==> src/hw/pad_cfg_defs.svh <==
// How it works
// pad registers 16 bits, pull/slew/drive fields
// slew 00 slowest..11 fastest, resets fast
// drive 00 lowest..11 highest, resets lowest
// master select pad resets 0x0018, pull-up on
// master data-out pad resets 0x0018, pull-up on
// sixth multipurpose pad resets 0x0018, pull-down on
// seventh multipurpose pad resets 0x0018, pull-down on
// clock output pad resets 0x0008, pull-down off
// soft reset bit zero, active low, resets 1
// soft reset returns control registers to defaults
// synthesizer and fault registers survive soft reset
// slave ports and synthesizer writes work meanwhile
// serial-peripheral slave mode survives soft reset
// only hardware reset restores two-wire mode
`ifndef PAD_CFG_DEFS_SVH
`define PAD_CFG_DEFS_SVH

// register indexes, byte address is four times the index
`define IDX_MASTER_SELECT_PAD  16'hf79f
`define IDX_MASTER_DATAOUT_PAD 16'hf7a0
`define IDX_MPIO_SIX_PAD       16'hf7a1
`define IDX_MPIO_SEVEN_PAD     16'hf7a2
`define IDX_CLOCK_OUTPUT_PAD   16'hf7a3
`define IDX_SOFTWARE_REINIT    16'hf890
`define IDX_SYNTH_FIRST        16'hf000
`define IDX_SYNTH_LAST         16'hf006
`define IDX_FAULT_FLAGS        16'hf8a0

// pad field positions
`define PAD_PULL_BIT   4
`define PAD_EDGE_HI    3
`define PAD_EDGE_LO    2
`define PAD_DRIVE_HI   1
`define PAD_DRIVE_LO   0
`define PAD_FIELD_W    5

// reset values
`define RST_MASTER_SELECT_PAD  16'h0018
`define RST_MASTER_DATAOUT_PAD 16'h0018
`define RST_MPIO_SIX_PAD       16'h0018
`define RST_MPIO_SEVEN_PAD     16'h0018
`define RST_CLOCK_OUTPUT_PAD   16'h0008
`define RST_SOFTWARE_REINIT    16'h0001
`define RST_SYNTH              16'h0000
`define RST_FAULT_FLAGS        8'h00

// misc
`define PAD_COUNT      5
`define SYNTH_COUNT    7
`define FAULT_W        8
`define SOFT_RESET_BIT 0

`endif

==> src/hw/pad_cfg_pkg.sv <==
package pad_cfg_pkg;
   // register group hit by an apb address, one-hot
   typedef enum logic [4:0] {
      SEL_NONE  = 5'b00001,
      SEL_PAD   = 5'b00010,
      SEL_SOFT  = 5'b00100,
      SEL_SYNTH = 5'b01000,
      SEL_FAULT = 5'b10000
   } reg_sel_t;

   // stored part of one pad register
   typedef logic [4:0] pad_field_t;

   // one 16-bit control word
   typedef logic [15:0] ctrl_word_t;
endpackage

==> src/hw/pad_config_and_soft_reset_regs.sv <==
// Decided for this implementation: the APB slave port.
`timescale 1ns/10ps
`include "pad_cfg_defs.svh"
// apb register bank: pad configuration, soft reset, synthesizer and fault words
module pad_config_and_soft_reset_regs (
   input  wire logic                     pclk,
   input  wire logic                     presetn,
   // apb slave
   input  wire logic                     psel,
   input  wire logic                     penable,
   input  wire logic                     pwrite,
   input  wire logic [17:0]              paddr,
   input  wire logic [31:0]              pwdata,
   input  wire logic [3:0]               pstrb,
   output      logic [31:0]              prdata,
   output      logic                     pready,
   output      logic                     pslverr,
   // master select pad
   output      logic                     master_select_pullup_en,
   output      logic [1:0]               master_select_edge_rate,
   output      logic [1:0]               master_select_strength,
   // master data-out pad
   output      logic                     master_dataout_pullup_en,
   output      logic [1:0]               master_dataout_edge_rate,
   output      logic [1:0]               master_dataout_strength,
   // sixth multipurpose pad
   output      logic                     mpio_six_pulldown_en,
   output      logic [1:0]               mpio_six_edge_rate,
   output      logic [1:0]               mpio_six_strength,
   // seventh multipurpose pad
   output      logic                     mpio_seven_pulldown_en,
   output      logic [1:0]               mpio_seven_edge_rate,
   output      logic [1:0]               mpio_seven_strength,
   // clock output pad
   output      logic                     clk_output_pulldown_en,
   output      logic [1:0]               clk_output_edge_rate,
   output      logic [1:0]               clk_output_strength,
   // soft reset to the rest of the device
   output      logic                     device_soft_reset,
   // synthesizer words seen by the clock block
   output      pad_cfg_pkg::ctrl_word_t  synth_control_a,
   output      pad_cfg_pkg::ctrl_word_t  synth_control_b,
   output      pad_cfg_pkg::ctrl_word_t  synth_source_select,
   // fault manager
   input  wire logic [7:0]               fault_event,
   output      logic [7:0]               fault_flags,
   // slave port mode
   input  wire logic                     spi_mode_select,
   output      logic                     slave_port_is_spi
);
   import pad_cfg_pkg::*;

   // decode state
   reg_sel_t           sel_d;            // group hit by current address
   logic [2:0]         sub_d;            // pad or synth number within group
   reg_sel_t           sel_q;            // group latched in setup
   logic [2:0]         sub_q;            // number latched in setup
   logic               err_d;            // unmapped or misaligned
   logic [15:0]        idx;              // word index from paddr

   // storage
   pad_field_t         pad_q [`PAD_COUNT];    // pad fields from the leaf registers
   pad_field_t         pad_wdata;             // merged write data for pads
   ctrl_word_t         synth_q [`SYNTH_COUNT];// synthesizer words
   logic               reinit_n_q;            // active low soft reset bit
   logic [`FAULT_W-1:0] fault_q;              // sticky fault flags
   logic               spi_mode_q;            // slave port mode latch

   // bus handshake
   logic               pready_q;
   logic               pslverr_q;
   logic [31:0]        prdata_q;
   logic               wr_fire;               // write takes effect this edge
   ctrl_word_t         rd_word;               // read mux output
   ctrl_word_t         wr_word;               // write data after byte lanes

   // merge byte lanes of a 16-bit word
   function automatic ctrl_word_t lane_merge(input ctrl_word_t old_v,
                                             input logic [31:0] new_v,
                                             input logic [3:0] strb);
      ctrl_word_t r;
      r = old_v;
      if (strb[0]) begin
         r[7:0] = new_v[7:0];
      end
      if (strb[1]) begin
         r[15:8] = new_v[15:8];
      end
      return r;
   endfunction

   // widen a pad field into its 16-bit word, reserved bits zero
   function automatic ctrl_word_t pad_word(input pad_field_t f);
      return {11'h000, f};
   endfunction

   assign idx = paddr[17:2];

   // address decode, if chain on word index
   always_comb begin
      sel_d = SEL_NONE;
      sub_d = 3'h0;
      if (paddr[1:0] != 2'h0) begin
         sel_d = SEL_NONE;                    // misaligned
      end else if (idx >= `IDX_MASTER_SELECT_PAD && idx <= `IDX_CLOCK_OUTPUT_PAD) begin
         sel_d = SEL_PAD;
         sub_d = 3'(idx - `IDX_MASTER_SELECT_PAD);
      end else if (idx == `IDX_SOFTWARE_REINIT) begin
         sel_d = SEL_SOFT;
      end else if (idx >= `IDX_SYNTH_FIRST && idx <= `IDX_SYNTH_LAST) begin
         sel_d = SEL_SYNTH;
         sub_d = 3'(idx - `IDX_SYNTH_FIRST);
      end else if (idx == `IDX_FAULT_FLAGS) begin
         sel_d = SEL_FAULT;
      end
      err_d = (sel_d == SEL_NONE);
   end

   // read mux on the setup-phase address
   always_comb begin
      rd_word = 16'h0000;
      case (sel_d)
         SEL_PAD: begin
            rd_word = pad_word(pad_q[sub_d]);
         end
         SEL_SOFT: begin
            rd_word = {15'h0000, reinit_n_q};
         end
         SEL_SYNTH: begin
            rd_word = synth_q[sub_d];
         end
         SEL_FAULT: begin
            rd_word = {8'h00, fault_q};
         end
         default: begin
            rd_word = 16'h0000;
         end
      endcase
   end

   // write data merged against the addressed word
   always_comb begin
      wr_word = 16'h0000;
      case (sel_q)
         SEL_PAD: begin
            wr_word = lane_merge(pad_word(pad_q[sub_q]), pwdata, pstrb);
         end
         SEL_SOFT: begin
            wr_word = lane_merge({15'h0000, reinit_n_q}, pwdata, pstrb);
         end
         SEL_SYNTH: begin
            wr_word = lane_merge(synth_q[sub_q], pwdata, pstrb);
         end
         SEL_FAULT: begin
            wr_word = lane_merge(16'h0000, pwdata, pstrb);
         end
         default: begin
            wr_word = 16'h0000;
         end
      endcase
   end

   assign pad_wdata = wr_word[`PAD_FIELD_W-1:0];
   // access phase with pready up; erroring transfers write nothing
   assign wr_fire = psel & penable & pready_q & pwrite & ~pslverr_q;

   // setup phase: latch decode and read data, answer next cycle
   // one wait-free access phase keeps prdata a flop output
   always_ff @(posedge pclk or negedge presetn) begin
      if (!presetn) begin
         pready_q  <= 1'b0;
         pslverr_q <= 1'b0;
         prdata_q  <= 32'h0000_0000;
         sel_q     <= SEL_NONE;
         sub_q     <= 3'h0;
      end else if (psel && !penable) begin
         // bus stays alive under soft reset
         pready_q  <= 1'b1;
         pslverr_q <= err_d;
         prdata_q  <= {16'h0000, rd_word};
         sel_q     <= sel_d;
         sub_q     <= sub_d;
      end else begin
         pready_q  <= 1'b0;
         pslverr_q <= 1'b0;
      end
   end

   assign prdata  = prdata_q;
   assign pready  = pready_q;
   assign pslverr = pslverr_q;

   // pad registers, one leaf each with its own default
   localparam pad_field_t PAD_RST [`PAD_COUNT] = '{
      5'(`RST_MASTER_SELECT_PAD),
      5'(`RST_MASTER_DATAOUT_PAD),
      5'(`RST_MPIO_SIX_PAD),
      5'(`RST_MPIO_SEVEN_PAD),
      5'(`RST_CLOCK_OUTPUT_PAD)
   };

   for (genvar i = 0; i < `PAD_COUNT; i++) begin : g_pad
      pad_field_reg #(
         .RESET_VAL (PAD_RST[i])
      ) u_pad (
         .pclk              (pclk),
         .presetn           (presetn),
         .soft_reset_active (~reinit_n_q),
         .wr_en             (wr_fire && sel_q == SEL_PAD && sub_q == 3'(i)),
         .wr_data           (pad_wdata),
         .cfg_q             (pad_q[i])
      );
   end

   // pad field fan-out, slices of the leaf flops
   assign master_select_pullup_en  = pad_q[0][`PAD_PULL_BIT];
   assign master_select_edge_rate  = pad_q[0][`PAD_EDGE_HI:`PAD_EDGE_LO];
   assign master_select_strength   = pad_q[0][`PAD_DRIVE_HI:`PAD_DRIVE_LO];
   assign master_dataout_pullup_en = pad_q[1][`PAD_PULL_BIT];
   assign master_dataout_edge_rate = pad_q[1][`PAD_EDGE_HI:`PAD_EDGE_LO];
   assign master_dataout_strength  = pad_q[1][`PAD_DRIVE_HI:`PAD_DRIVE_LO];
   // on the multipurpose and clock pads the pull is a pull-down
   assign mpio_six_pulldown_en     = pad_q[2][`PAD_PULL_BIT];
   assign mpio_six_edge_rate       = pad_q[2][`PAD_EDGE_HI:`PAD_EDGE_LO];
   assign mpio_six_strength        = pad_q[2][`PAD_DRIVE_HI:`PAD_DRIVE_LO];
   assign mpio_seven_pulldown_en   = pad_q[3][`PAD_PULL_BIT];
   assign mpio_seven_edge_rate     = pad_q[3][`PAD_EDGE_HI:`PAD_EDGE_LO];
   assign mpio_seven_strength      = pad_q[3][`PAD_DRIVE_HI:`PAD_DRIVE_LO];
   assign clk_output_pulldown_en   = pad_q[4][`PAD_PULL_BIT];
   assign clk_output_edge_rate     = pad_q[4][`PAD_EDGE_HI:`PAD_EDGE_LO];
   assign clk_output_strength      = pad_q[4][`PAD_DRIVE_HI:`PAD_DRIVE_LO];

   // soft reset bit, set back by the hardware reset or a software write of one
   // never cleared by its own state, otherwise software could not leave
   always_ff @(posedge pclk or negedge presetn) begin
      if (!presetn) begin
         reinit_n_q <= 1'(`RST_SOFTWARE_REINIT);
      end else if (wr_fire && sel_q == SEL_SOFT) begin
         reinit_n_q <= wr_word[`SOFT_RESET_BIT];
      end
   end

   assign device_soft_reset = ~reinit_n_q;

   // synthesizer words: hardware reset only, writable in soft reset
   always_ff @(posedge pclk or negedge presetn) begin
      if (!presetn) begin
         for (int k = 0; k < `SYNTH_COUNT; k++) begin
            synth_q[k] <= `RST_SYNTH;
         end
      end else if (wr_fire && sel_q == SEL_SYNTH) begin
         synth_q[sub_q] <= wr_word;
      end
   end

   assign synth_control_a     = synth_q[0];
   assign synth_control_b     = synth_q[1];
   assign synth_source_select = synth_q[2];

   // fault flags: sticky, write one to clear, set wins, blind to soft reset
   always_ff @(posedge pclk or negedge presetn) begin
      if (!presetn) begin
         fault_q <= `RST_FAULT_FLAGS;
      end else if (wr_fire && sel_q == SEL_FAULT) begin
         fault_q <= (fault_q & ~wr_word[`FAULT_W-1:0]) | fault_event;
      end else begin
         fault_q <= fault_q | fault_event;
      end
   end

   assign fault_flags = fault_q;

   // slave mode latch: soft reset cannot return it to two-wire
   // the host must pull the hardware reset to get two-wire back
   always_ff @(posedge pclk or negedge presetn) begin
      if (!presetn) begin
         spi_mode_q <= 1'b0;
      end else if (spi_mode_select) begin
         spi_mode_q <= 1'b1;
      end
   end

   assign slave_port_is_spi = spi_mode_q;
endmodule

==> src/hw/pad_field_reg.sv <==
`timescale 1ns/10ps
`include "pad_cfg_defs.svh"
// one pad configuration register: pull, edge rate, strength
module pad_field_reg #(
   parameter pad_cfg_pkg::pad_field_t RESET_VAL = 5'h08
) (
   input  wire logic                   pclk,
   input  wire logic                   presetn,
   input  wire logic                   soft_reset_active,
   input  wire logic                   wr_en,
   input  wire pad_cfg_pkg::pad_field_t wr_data,
   output      pad_cfg_pkg::pad_field_t cfg_q
);
   import pad_cfg_pkg::*;

   // soft reset holds the default and swallows writes
   always_ff @(posedge pclk or negedge presetn) begin
      if (!presetn) begin
         cfg_q <= RESET_VAL;
      end else if (soft_reset_active) begin
         cfg_q <= RESET_VAL;
      end else if (wr_en) begin
         cfg_q <= wr_data;
      end
   end
endmodule

==> config.mk <==
export PLATFORM = sky130hd
export DESIGN_NAME = pad_config_and_soft_reset_regs
export DESIGN_NICKNAME = d
export VERILOG_FILES = /design/src/hw/pad_cfg_pkg.sv /design/src/hw/pad_config_and_soft_reset_regs.sv /design/src/hw/pad_field_reg.sv
export VERILOG_INCLUDE_DIRS = /design/src /design/src/hw
export SDC_FILE = /design/constraint.sdc
export NUM_CORES = 1
export LEC_CHECK = 0
export BUFFER_PORTS_ARGS = -buffer_cell sky130_fd_sc_hd__buf_2
export CAP_MARGIN = 10
export CORE_ASPECT_RATIO = 1.4
export CORE_MARGIN = 4
export CORE_UTILIZATION = 30
export DETAILED_ROUTE_END_ITERATION = 10
export GPL_TIMING_DRIVEN = 0
export PLACE_DENSITY = 0.52
export SKIP_LAST_GASP = 1
export SYNTH_ARGS = -nofsm -noshare
export SYNTH_HDL_FRONTEND = slang
export SYNTH_SLANG_ARGS = --single-unit
==> constraint.sdc <==
create_clock -name pclk -period 2.1 [get_ports pclk]
set_clock_uncertainty 0.05 [all_clocks]
set_input_delay 0.21 -clock pclk [delete_from_list [all_inputs] [get_ports pclk]]
set_output_delay 0.21 -clock pclk [all_outputs]
set_load 0.02 [all_outputs]
==> flow_summary.toml <==
[outcome]
status = "complete, but fails checks"
failed_checks = "negative setup slack"

[critical_path]
reg2reg_slack_ns = -0.25
worstPathMaxFanout = 5
cp_cell_sequence = "buf_6 -> buf_16 -> mux4_2 -> nor2_2 -> a21oi_1 -> a21oi_2 -> a211oi_2 -> buf_4 -> buf_6 -> mux2_2"
reg2reg_depth = 10
crit_top_cell = "buf_6"
arrival_ns = 2.62
crit_type = "reg -> reg"
critPathTopFamily = "multiplexers"
cp-start-kind = "flip-flop"
critPathSlowestCell = "mux4_2"
critPathCaptureType = "flip-flop"
max_stage_delay_ns = 0.50
critPathBufInv = 4
crit_required_ns = 2.37
worst-path-stages = 10

[global_routing]
grt_max_degree = 117
grt_pass1_vias = 8848
grt_pass1_wl_um = 56000
grt.total_usage_pct = 20.4
antenna_found_initial = 0
grt.overflow.total = 0

[place]
post_dp_cell_area_um2 = 11600
routabilityCongestion = 0.888
io_buffers = 149
dp_hpwl_um = 25800

[power]
irDropWorstVdd_mv = 0.475
p_per_area_nw_per_um2 = 496
p_leak_nw = 6.43
power.total_w = 0.00705

[yosys]
postSynthAreaPerCell_um2 = 10.5
synth_edf_count = 0
ys_types = 67
syn_inst = 966
yosysWarningCount = 0
ys_ff_latch = 173
synth_top_area_share_pct = 40.1
synth_area_um2 = 10100
ys_seq_area_share_pct = 42.9
yosysTopAreaCell = "dfrtp_1"
synthArstFlopShare_pct = 100
synth-main-ff-cell = "dfrtp_1"
synth_area_leaders = "dfrtp_1 40%, mux2_2 12%, buf_4 5.4%"

[routing]
drt-total-wl_um = 38700
drt_iter0_drc = 610
drc = 0
drt-pass1-iter-count = 5
via_per_inst = 5.24
vias = 8910
wire_per_inst_um = 22.7
antenna_left = 0

[sta]
hold_viol = 0
fmax_mhz = 425
slew_viol_final = 0
fin_ws_ns = -0.253
final.setup.tns_ns = -23.00
worst_pin_slew_ns = 0.907
period_needed_ns = 2.35
whs_ns = 0.196
maxSlewHeadroom_pct = 39.5
finalSetupViolCount = 145
period_share_pct = 112
rsz0062_at_grt = "yes"

[finish]
area_delta_synth_final_pct = 40.5
fin_nets = 1313
drive_gt1_share_pct = 50.4
finalInstanceArea_um2 = 14200
fillerInstances = 3203
n_antenna_cell = 0
postLayoutCoreUtil_pct = 42.7

[floorplan]
ios = 185
row_count = 79
die_h_um = 225
coreArea_um2 = 33300
initial_core_util_pct = 30.4
die-width_um = 163
die_area_um2 = 36800

[clock_tree]
cts_tree = "yes"
cts_root_buf = "clkbuf_16"
cts_buffers = 17
clkLatencyLatePin_ns = 0.44
cts_sinks = 173
cts.clk_slew.worst_paths_ns = 0.06
htreeDepth = 4
clock_path_buffers = 2

[run]
cap_viol_max_count = 0

[hold_path]
min_delay_path_depth = 5
hold_path.class = "in -> reg"
-- worst register-to-register path: cells and delay by family, from the launching register on --
family          cells  cell delay (ns)
buf+inv             4             0.53
mux                 2             0.75
simple gates        1             0.13
compound gates      3             0.39
flops               1             0.39
-- state kept, by name (all words and copies together), names as in the netlist, 3 cells and up --
| register | flops |
|---|---|
| sel_q | 5 |
| fault_flags | 8 |
| synth_control_b | 16 |
| synth_control_a | 16 |
| sub_q | 3 |
| g_pad.u_pad.cfg_q | 25 |
| synth_source_select | 16 |
| synth_q | 64 |
| prdata | 16 |
-- per-layer routing --
metal	vias to the layer above	track usage (%)	routed length, um
li1	3957	-	-
met1	4490	25.4	15500
met2	371	34.8	19200
met3	92	3.51	2420
met4	0	8.88	1580
met5	-	0	0
-- cells by family (layout without fill, tap and decap cells) --
family | after synthesis | after routing | synth area share [%]
other | 1 | 16 | 0.0371
AOI/OAI and AO/OA | 169 | 169 | 11.3
buffers and inverters | 140 | 415 | 8.49
adders and majority gates | 2 | 2 | 0.247
and+or+nand+nor | 291 | 291 | 13.8
DFF | 173 | 173 | 42.9
muxes | 190 | 190 | 23.2
-- report_power, final --
| group | switching, W | internal [W] |
|---|---|---|
| Clock | 0.00147 | 0.00185 |
| Sequential | 0.0000182 | 0.00335 |
| Combinational | 0.000239 | 0.000121 |
-- Yosys cell counts (all sizes together) (2+ instances only) --
master / instances
dfrtp: 162
nand2: 139
mux2: 112
buf: 99
nor2: 69
mux2i: 54
a21oi: 49
o21ai: 27
clkbuf: 25
nand3: 25
mux4: 24
o211ai: 17
a21o: 15
inv: 15
a22oi: 13
dfstp: 11
nand4: 11
a211oi: 9
o22ai: 8
a31oi: 7
nand2b: 7
nor3: 7
nor4: 7
a2bb2oi: 5
and3: 5
nor2b: 4
o221ai: 4
o311ai: 4
or2: 4
a211o: 2
a21boi: 2
a41oi: 2
ha: 2
nand3b: 2
nor4b: 2
o32ai: 2
or3: 2
-- stage by stage --
stage | cells | worst slack [ns]
after CTS | 1678 | -0.213
after detailed placement | 1577 | -1.12
final | 1701 | -0.253
after floorplan | 981 | -0.152
after global placement | 1575 | -2.19
after global routing | 1701 | -0.304
-- layout make-up --
| cell class | instances | area (um2) | area share [%] |
|---|---|---|---|
| timing repair buffer | 248 | 1910 | 13.4 |
| clock inverter | 13 | 154 | 1.08 |
| buffer | 119 | 1040 | 7.33 |
| inverter | 16 | 63.8 | 0.449 |
| sequential | 173 | 4350 | 30.6 |
| multi-input combinational | 668 | 5690 | 40.0 |
| tap | 445 | 557 | 3.92 |
| clock buffer | 19 | 453 | 3.19 |
-- final timing paths --
path | startpoint | end
setup reg to reg | sub_q[0]$_DFFE_PN0P_ | synth_q[16]$_DFFE_PN0P_
hold / removal | pwdata[6] | synth_q[54]$_DFFE_PN0P_
min in group asynchronous | presetn | g_pad[1].u_pad.cfg_q[2]$_DFFE_PN0P_
setup / recovery | sub_q[0]$_DFFE_PN0P_ | synth_q[16]$_DFFE_PN0P_
max in group asynchronous | presetn | synth_q[23]$_DFFE_PN0P_
hold reg to reg | slave_port_is_spi$_DFFE_PN0P_ | slave_port_is_spi$_DFFE_PN0P_
-- cells in the final DEF (no fill, tap or decap), drive strengths merged, types with 8 or more instances in the layout --
cell type    synthesis  layout
a21oi               49      49
inv                 15      20
nand2              139     139
mux2i               54      54
o22ai                8       8
mux4                24      24
dlygate4sd3          0      10
dfstp               11      11
a22oi               13      13
nand3               25      25
clkbuf              25      39
buf                 99     337
o211ai              17      17
nand4               11      11
o21ai               27      27
mux2               112     112
dfrtp              162     162
a21o                15      15
a211oi               9       9
conb                 1      16
nor2                69      69
-- timing repair --
action                                 CTS  global route
buffers inserted                        49            27
pin swaps                               35            42
cloned                                  11             2
endpoints found under the hold margin   64             0
setup endpoints to repair              165           163
gates resized for setup                195           109
hold buffers                            10             0
(Power assumes the default switching activity.)
